### src/bcw_pkg.sv
// Shared constants, types and functions for the burst-chop-4 write CRC link.
// Assumes both ends run on one clock and import nothing; use bcw_pkg::name.
package bcw_pkg;

  // Burst shape
  localparam int unsigned BEATS = 10;
  localparam int unsigned DATA_BEATS = 4;
  localparam logic [3:0] BEAT_LAST_DATA = 4'h3;
  localparam logic [3:0] BEAT_CRC = 4'h8;
  localparam logic [3:0] BEAT_TAIL = 4'h9;

  // Lane layout: eight DQ lanes plus one mask/inversion lane per tree
  localparam int unsigned LANES_PER_TREE = 8;
  localparam int unsigned TREE_IN_W = 72;
  localparam int unsigned TREES = 2;
  localparam int unsigned DQ_W = 16;
  localparam int unsigned DMI_W = 2;
  localparam int unsigned CRC_W = 8;
  localparam int unsigned REAL_INPUTS = 36;

  // Tree polynomial and start value; serial shift from input 71 down to 0
  localparam logic [7:0] CRC_POLY = 8'h07;
  localparam logic [7:0] CRC_INIT = 8'h00;

  typedef logic [TREE_IN_W-1:0] bcw_vec_t;
  typedef logic [CRC_W-1:0] bcw_crc_t;

  // One tree's input vector from 32 data bits (lane n beat k at 4n+k)
  // and four mask/inversion beats; unused positions are ones.
  function automatic bcw_vec_t bcw_build_vec(input logic [31:0] data,
                                             input logic [3:0] dmi,
                                             input logic a2,
                                             input logic dmi_en);
    bcw_vec_t v;
    logic [3:0] nib;
    v = '1;
    for (int n = 0; n < 9; n++) begin
      if (n < 8) begin
        nib = data[4*n +: 4];
      end else begin
        nib = dmi_en ? dmi : 4'hF;
      end
      if (a2) begin
        v[8*n+4 +: 4] = nib;
      end else begin
        v[8*n +: 4] = nib;
      end
    end
    return v;
  endfunction

  function automatic bcw_crc_t bcw_crc8(input bcw_vec_t v);
    bcw_crc_t c;
    logic fb;
    c = CRC_INIT;
    for (int i = TREE_IN_W - 1; i >= 0; i--) begin
      fb = c[7] ^ v[i];
      c = {c[6:0], 1'b0};
      if (fb) begin
        c = c ^ CRC_POLY;
      end
    end
    return c;
  endfunction

endpackage

### src/bcw_link_if.sv
// Beat-serial write link between controller and memory device.
// Assumes one shared clock; the bench instantiates and joins both ends.
`timescale 1ns/1ps
`default_nettype none
interface bcw_link_if;
  logic beat_vld;
  logic beat_first;
  logic a2;
  logic [15:0] dq;
  logic [1:0] dmi;

  modport host (output beat_vld, output beat_first, output a2,
                output dq, output dmi);
  modport dram (input beat_vld, input beat_first, input a2,
                input dq, input dmi);
endinterface
`default_nettype wire

### src/bcw_dram.sv
// Device end: gathers a burst-chop-4 write, rebuilds the CRC tree inputs
// and checks them against the CRC carried in beat 8.
// Assumes link signals come from logic on the same core_clk (no sync).
//
// Behaviour
// - Byte tree uses 36 real bits, rest ones
// - A2 low: beats 0-3 feed low nibble
// - Beat 8 carries CRC, beat 9 ones
// - A2 low: mask lane feeds 67:64 if enabled
// - A2 high: beats feed upper nibble positions
// - A2 high: mask lane feeds 71:68 if enabled
// - Word width uses two identical trees
// - Upper lanes feed inputs 72-143, CRC8-15
// - Word, A2 low: upper mask feeds 139:136
// - Word, A2 high: upper mask feeds 143:140
// - Word, A2 high: upper lanes use upper nibbles
// - Fixed chop mode; A2 low picks first half, high the second
// - Lower tree CRC7-0, upper CRC15-8
`timescale 1ns/1ps
`default_nettype none
module bcw_dram #(
  parameter int unsigned TREES_USED = 2
) (
  // Clock and reset
  input wire logic core_clk,
  input wire logic reset,
  input wire logic ce,
  // Configuration
  input wire logic cfg_x16,
  input wire logic cfg_dmi_en,
  // Link
  bcw_link_if.dram link,
  // Received write
  output logic wr_vld,
  output logic wr_a2,
  output logic [63:0] wr_data,
  output logic [7:0] wr_dmi,
  // Check results
  output logic wr_crc_err,
  output logic [1:0] wr_err_tree,
  output logic wr_fmt_err,
  output logic [15:0] calc_crc
);
  // Only one or two byte trees exist
  if (TREES_USED < 1 || TREES_USED > bcw_pkg::TREES) begin : g_bad_cfg
    $error("TREES_USED must be 1 or 2");
  end

  typedef enum logic [1:0] {D_IDLE = 2'b00, D_RECV = 2'b01} bcw_dst_t;

  bcw_dst_t st_q, st_d;
  logic [3:0] cnt_q, cnt_d;
  logic a2_q, a2_d;
  logic x16_q, x16_d;
  logic [63:0] dat_q, dat_d;
  logic [7:0] dmi_q, dmi_d;
  logic [15:0] rcrc_q, rcrc_d;
  logic fmt_q, fmt_d;
  logic vld_q, vld_d;
  logic err_q, err_d;
  logic [1:0] etree_q, etree_d;
  logic ferr_q, ferr_d;
  logic [15:0] calc_q, calc_d;
  logic oa2_q, oa2_d;
  logic [63:0] odat_q, odat_d;
  logic [7:0] odmi_q, odmi_d;
  logic [15:0] tree_crc;
  logic [1:0] tree_bad;
  logic [15:0] dq_use;

  // Unused upper lanes in byte mode read as ones so stray levels are benign
  assign dq_use = x16_q ? link.dq : {8'hFF, link.dq[7:0]};

  // One tree per byte half, built from the same function
  for (genvar t = 0; t < bcw_pkg::TREES; t++) begin : g_tree
    if (t < TREES_USED) begin : g_on
      bcw_pkg::bcw_vec_t vec;
      // Nibble placement by A2 and mask gating
      // Upper half uses inputs 72..143 the same way
      assign vec = bcw_pkg::bcw_build_vec(dat_q[32*t +: 32],
                                          dmi_q[4*t +: 4], a2_q, cfg_dmi_en);
      assign tree_crc[8*t +: 8] = bcw_pkg::bcw_crc8(vec);
      assign tree_bad[t] = (tree_crc[8*t +: 8] != rcrc_q[8*t +: 8]);
    end else begin : g_off
      assign tree_crc[8*t +: 8] = 8'h00;
      assign tree_bad[t] = 1'b0;
    end
  end

  always_comb begin
    st_d = st_q;
    cnt_d = cnt_q;
    a2_d = a2_q;
    x16_d = x16_q;
    dat_d = dat_q;
    dmi_d = dmi_q;
    rcrc_d = rcrc_q;
    fmt_d = fmt_q;
    vld_d = 1'b0;
    err_d = 1'b0;
    etree_d = 2'b00;
    ferr_d = 1'b0;
    calc_d = calc_q;
    oa2_d = oa2_q;
    odat_d = odat_q;
    odmi_d = odmi_q;
    // A fresh first beat restarts any partial burst; A2 latched here
    if (link.beat_vld && link.beat_first) begin
      st_d = D_RECV;
      cnt_d = 4'h1;
      a2_d = link.a2;
      x16_d = cfg_x16;
      fmt_d = 1'b0;
      for (int n = 0; n < 16; n++) begin
        dat_d[4*n] = link.dq[n];
      end
      for (int m = 0; m < 2; m++) begin
        dmi_d[4*m] = link.dmi[m];
      end
    end else begin
      case (st_q)
        D_IDLE: begin
          st_d = D_IDLE;
        end
        D_RECV: begin
          if (link.beat_vld) begin
            if (cnt_q <= bcw_pkg::BEAT_LAST_DATA) begin
              for (int n = 0; n < 16; n++) begin
                dat_d[4*n + int'(cnt_q)] = link.dq[n];
              end
              for (int m = 0; m < 2; m++) begin
                dmi_d[4*m + int'(cnt_q)] = link.dmi[m];
              end
            end
            // Beats 4..7 are not looked at: the tree sees ones there
            if (cnt_q == bcw_pkg::BEAT_CRC) begin
              rcrc_d = x16_q ? link.dq : {8'h00, link.dq[7:0]};
              fmt_d = fmt_q | (link.dmi[0] != 1'b1) |
                      (x16_q & (link.dmi[1] != 1'b1));
            end
            if (cnt_q == bcw_pkg::BEAT_TAIL) begin
              // Tail beat must be all ones on every used lane
              ferr_d = fmt_q | (dq_use != 16'hFFFF) | (link.dmi[0] != 1'b1) |
                       (x16_q & (link.dmi[1] != 1'b1));
              etree_d = {tree_bad[1] & x16_q, tree_bad[0]};
              err_d = tree_bad[0] | (tree_bad[1] & x16_q);
              calc_d = x16_q ? tree_crc : {8'h00, tree_crc[7:0]};
              vld_d = 1'b1;
              oa2_d = a2_q;
              odat_d = x16_q ? dat_q : {32'h0, dat_q[31:0]};
              odmi_d = x16_q ? dmi_q : {4'h0, dmi_q[3:0]};
              st_d = D_IDLE;
            end else begin
              cnt_d = cnt_q + 4'h1;
            end
          end
        end
        default: begin
          st_d = D_IDLE;
        end
      endcase
    end
  end

  always_ff @(posedge core_clk) begin
    if (reset) begin
      st_q <= D_IDLE;
      cnt_q <= 4'h0;
      a2_q <= 1'b0;
      x16_q <= 1'b0;
      dat_q <= 64'h0;
      dmi_q <= 8'h0;
      rcrc_q <= 16'h0;
      fmt_q <= 1'b0;
      vld_q <= 1'b0;
      err_q <= 1'b0;
      etree_q <= 2'b00;
      ferr_q <= 1'b0;
      calc_q <= 16'h0;
      oa2_q <= 1'b0;
      odat_q <= 64'h0;
      odmi_q <= 8'h0;
    end else if (ce) begin
      st_q <= st_d;
      cnt_q <= cnt_d;
      a2_q <= a2_d;
      x16_q <= x16_d;
      dat_q <= dat_d;
      dmi_q <= dmi_d;
      rcrc_q <= rcrc_d;
      fmt_q <= fmt_d;
      vld_q <= vld_d;
      err_q <= err_d;
      etree_q <= etree_d;
      ferr_q <= ferr_d;
      calc_q <= calc_d;
      oa2_q <= oa2_d;
      odat_q <= odat_d;
      odmi_q <= odmi_d;
    end
  end

  assign wr_vld = vld_q;
  assign wr_a2 = oa2_q;
  assign wr_data = odat_q;
  assign wr_dmi = odmi_q;
  assign wr_crc_err = err_q;
  assign wr_err_tree = etree_q;
  assign wr_fmt_err = ferr_q;
  assign calc_crc = calc_q;
endmodule // bcw_dram
`default_nettype wire

### src/flat_wrapper.sv
// flat-port wrapper written by rule: the top's interface ports become plain ports
module bcw_dram_flat 
#(
  parameter int unsigned TREES_USED = 2
)
  (core_clk, reset, ce, cfg_x16, cfg_dmi_en, wr_vld, wr_a2, wr_data, wr_dmi, wr_crc_err, wr_err_tree, wr_fmt_err, calc_crc, link_beat_vld, link_beat_first, link_a2, link_dq, link_dmi);
  bcw_link_if link_i ();
  input wire logic core_clk;
  input wire logic reset;
  input wire logic ce;
  input wire logic cfg_x16;
  input wire logic cfg_dmi_en;
  output logic wr_vld;
  output logic wr_a2;
  output logic [63:0] wr_data;
  output logic [7:0] wr_dmi;
  output logic wr_crc_err;
  output logic [1:0] wr_err_tree;
  output logic wr_fmt_err;
  output logic [15:0] calc_crc;
  input wire logic [$bits(link_i.beat_vld)-1:0] link_beat_vld;
  input wire logic [$bits(link_i.beat_first)-1:0] link_beat_first;
  input wire logic [$bits(link_i.a2)-1:0] link_a2;
  input wire logic [$bits(link_i.dq)-1:0] link_dq;
  input wire logic [$bits(link_i.dmi)-1:0] link_dmi;
  assign link_i.beat_vld = link_beat_vld;
  assign link_i.beat_first = link_beat_first;
  assign link_i.a2 = link_a2;
  assign link_i.dq = link_dq;
  assign link_i.dmi = link_dmi;
  bcw_dram #(.TREES_USED(TREES_USED)) u_core (.core_clk(core_clk), .reset(reset), .ce(ce), .cfg_x16(cfg_x16), .cfg_dmi_en(cfg_dmi_en), .link(link_i), .wr_vld(wr_vld), .wr_a2(wr_a2), .wr_data(wr_data), .wr_dmi(wr_dmi), .wr_crc_err(wr_crc_err), .wr_err_tree(wr_err_tree), .wr_fmt_err(wr_fmt_err), .calc_crc(calc_crc));
endmodule
### config.mk
export PLATFORM = sky130hd
export DESIGN_NAME = bcw_dram_flat
export DESIGN_NICKNAME = d
export VERILOG_FILES = /design/src/bcw_pkg.sv /design/src/bcw_link_if.sv /design/src/bcw_dram.sv /design/src/flat_wrapper.sv
export SDC_FILE = /design/constraint.sdc
export NUM_CORES = 1
export LEC_CHECK = 0
export BUFFER_PORTS_ARGS = -buffer_cell sky130_fd_sc_hd__buf_2
export CAP_MARGIN = 20
export CELL_PAD_IN_SITES_DETAIL_PLACEMENT = 1
export CELL_PAD_IN_SITES_GLOBAL_PLACEMENT = 1
export CORE_MARGIN = 2
export CORE_UTILIZATION = 35
export DETAILED_ROUTE_END_ITERATION = 16
export GPL_TIMING_DRIVEN = 1
export PLACE_DENSITY = 0.76
export SLEW_MARGIN = 20
export SYNTH_ARGS = -nofsm -noshare
export SYNTH_HDL_FRONTEND = slang
export SYNTH_SLANG_ARGS = --single-unit
export TNS_END_PERCENT = 10
### constraint.sdc
create_clock -name core_clk -period 4.38 [get_ports core_clk]
set_input_delay 0.219 -clock core_clk [delete_from_list [all_inputs] [get_ports core_clk]]
set_output_delay 0.219 -clock core_clk [all_outputs]
set_load 0.01 [all_outputs]
==> qor.yml <==
layout:
  multi_input_area_sq_um: 13500
  layout-drive-gt1-share_pct: 25.4
  fin_util_pct: 44.3
  layout.nets: 2596
  seqCellArea_sq_um: 3820
  synthToLayoutAreaGrowth_pct: 25.8
  num-fill-cells: 6148
  diodes: 0
  fin_cells: 3243
detailed_routing:
  drt_wl_total_um: 81500
  vias_per_cell: 5.77
  drc: 0
  firstDrtPassIters: 6
  detail_route.wl_per_cell_um: 25.1
  drt-initial-drc-count: 1651
  ant_nets: 0
  vias: 18724
floorplan:
  initial_core_util_pct: 35.3
  io_pins: 120
  core_area_sq_um: 49900
  fp.dieW_um: 228
  dieArea_sq_um: 52000
  die_h_um: 228
  num_rows: 82
sta:
  period_needed_ns: 5.02
  postLayoutSetupSlackWorst_ns: -0.639
  max_freq_mhz: 199
  maxSlewViolCount: 0
  rsz0062_at_grt: "true"
  slew_headroom_pct: 27.5
  worst_pin_slew_ns: 1.09
  final-hold-violation-count: 0
  fin_crit_sh_pct: 115
  skew_ns: 0.0202
  setup_viol_count_final: 17
  tns_ns: -3.44
global_route:
  use_met3_pct: 5.85
  grt_max_degree: 111
  use_met2_pct: 51.9
  grt_usage_pct: 30.9
  met1_usage_pct: 37.1
  grt_busiest_layer: "met2"
  grt_pass1_vias: 19545
  antenna_found_initial: 1
  grt_pass1_wl_um: 122000
  grt_overflow: 0
critical_path:
  worstPathMaxFanout: 4
  worstPathArrival_ns: 5.40
  slowest_delay_ns: 0.50
  crit_family: "XOR/XNOR gates"
  cp_common_cell: "buf_4"
  cp_num_buf_inv: 4
  crit_type: "flip-flop to flip-flop"
  worstSetupStartpointType: "flip-flop"
  crit_required_ns: 4.76
  slowest_stage: "xnor3_2"
  crit_chain: "buf_4 > xnor3_1 > nand2_2 > buf_4 > xnor2_1 > o22a_2 > buf_4 > xnor2_4 > xor2_4 > xnor3_2 > xnor3_1 > xnor3_2 > xor3_2 > xnor2_2 > and3_1 > o21ai_1 > o41ai_2 > buf_4 > nand3_1"
  critPathCaptureType: "flip-flop"
power:
  vdd_drop_max_mv: 3.10
  p_leak_nw: 9.27
  power_density_nw_per_um2: 1210
clocking:
  cts_max_level: 4
  cts_buffer_depth: 2
  root_buffer: "clkbuf_16"
  cts_made_buffers: 17
  clock_latency_ns: 0.51
  cts_tree: "done"
  clock_sinks: 190
  clkTransAtPathRegs_ns: 0.08
logic_synthesis:
  synth_seq_area_share_pct: 21.6
  async_flop_share_pct: 0
  synth_top_area_share_pct: 21.6
  yosys.area.top_type: "dfxtp_1"
  syn_area_sq_um: 17600
  synth-edff-count: 0
  avgSynthCellArea_sq_um: 7.66
  ys_ff_latch: 190
  synth.distinct_cells: 94
  syn_inst: 2294
  yosys_warnings: 0
  ys.flop_type: "dfxtp_1"
  synth_fp_nets: 2332
  synthTopCellsByArea: "dfxtp_1 (22%), xnor2_1 (9.1%), xnor3_1 (9.1%)"
placement:
  port_buffers: 119
  dp.cells: 3196
  gp_congestion: 0.942
  dp_hpwl_um: 61000
outcome:
  status: "complete, but fails checks"
  violations: "setup timing"
flow_run:
  maxCapViolations: 0
hold_path:
  hp-class: "input pin to flip-flop"
==> final cells by class <==
cell class	instances	share of cell area, %
flip-flops and latches	190	17.3
repair buffers	457	14.6
well taps	672	3.80
clock inverters	13	0.939
inverters	26	0.441
multi-input cells	1866	60.9
clock buffers	19	2.05
==> power breakdown <==
part / leakage (nW) / switching, mW / internal, mW
logic: 7.41 / 9.94 / 13.1
clock network: 0.325 / 0.868 / 0.968
registers: 1.54 / 0.0234 / 1.74
total: 9.27 / 10.8 / 15.8
==> cells in the mapped netlist, types with 8 or more instances <==
library cell	n
ha_1	12
a31oi_1	33
xnor3_1	71
a221oi_1	10
and2_1	19
buf_4	10
clkbuf_1	170
a311oi_1	16
o211ai_1	18
buf_2	12
mux2i_1	42
nor2_1	214
a21oi_1	272
or2_2	8
buf_1	14
dfxtp_1	190
xnor2_2	17
o21ai_0	104
a22oi_1	22
inv_1	24
xnor2_1	183
nand2_1	348
xor2_1	106
nor2b_1	17
nor3_1	24
a211oi_1	38
nand3_1	104
nand2b_1	20
and3_1	14
nand4_1	9
xor3_1	13
==> per-stage QoR <==
step | worst slack [ns] | area [sq um] | power [mW] | hold WS [ns]
after floorplan | -0.107 | 17800 | 15.0 | 0.355
after global placement | -0.656 | 20900 | 21.2 | 0.440
after detailed placement | -0.790 | 20900 | 21.7 | 0.444
after CTS | -0.551 | 21900 | 25.7 | 0.0301
after global routing | -0.743 | 22100 | 27.9 | 0.0783
final | -0.639 | 22100 | 26.7 | 0.0669
==> kinds of logic after synthesis <==
kind of cell    count (synthesis)  synth area share (%)
simple gates                  814                  20.3
compound gates                593                  20.6
xor+xnor                      401                  28.3
buf+inv                       238                  5.64
flops                         190                  21.6
mux                            46                  2.73
fa+ha+maj                      12                 0.854
==> worst paths after layout <==
check                     start            endpoint  slack, ns  depth (start not counted)
max             u_core.dmi_q[1]   u_core.wr_crc_err      -0.64                         19
max reg2reg     u_core.dmi_q[1]   u_core.wr_crc_err      -0.64                         19
min             link_beat_first      u_core.st_q[0]       0.07                          3
min reg2reg  u_core.wr_data[25]  u_core.wr_data[25]       0.45                          2
==> cell usage in the layout, fill, tap and decap left out, types with 7 or more instances in the layout <==
cell	n
nand2_1	345
buf_4	329
a21oi_1	270
nor2_1	214
dfxtp_1	181
xnor2_1	153
buf_2	118
nand3_1	104
o21ai_0	103
xor2_1	86
xnor3_1	51
mux2i_1	41
xnor2_2	38
a211oi_1	37
a31oi_1	33
xnor3_2	27
inv_1	24
nor3_1	22
a22oi_1	22
nand2b_1	20
xor2_2	19
o211ai_1	18
clkbuf_16	18
and2_1	17
nor2b_1	16
a311oi_1	16
and3_1	14
xnor2_4	10
a221oi_1	10
ha_1	10
nand4_1	9
or2_2	8
o31ai_1	7
xor3_1	7
xor3_2	7
buf_12	7
==> sequential cells by signal, indices dropped and copies added, names as in the netlist, 2 cells and up <==
register and cells:
u_core.rcrc_q 16, u_core.wr_dmi 8, u_core.dmi_q 8, u_core.wr_data 64, u_core.calc_crc 16, u_core.dat_q 64, u_core.wr_err_tree 2, u_core.cnt_q 4
==> tightest hold or removal path, delay by kind of cell <==
kind / cells / cell delay [ns]
AND/OR/NAND/NOR: 1 / 0.11
buffers and inverters: 1 / 0.13
AO/OA/AOI/OAI: 1 / 0.07
==> repair_timing <==
item | in CTS | in global routing
cloned | 0 | 0
resized for setup | 55 | 28
setup buffers | 9 | 4
endpoints found under the hold margin | 2 | 0
pin swaps | 26 | 10
endpoints found under the setup margin | 18 | 19
hold buffers | 2 | 0
==> metal layers <==
| metal | routed length (um) | vias to the layer above |
|---|---|---|
| li1 | - | 8415 |
| met1 | 33300 | 9299 |
| met2 | 38200 | 749 |
| met3 | 4890 | 259 |
| met4 | 5060 | 2 |
| met5 | 15 | - |
(Power assumes the default switching activity.)
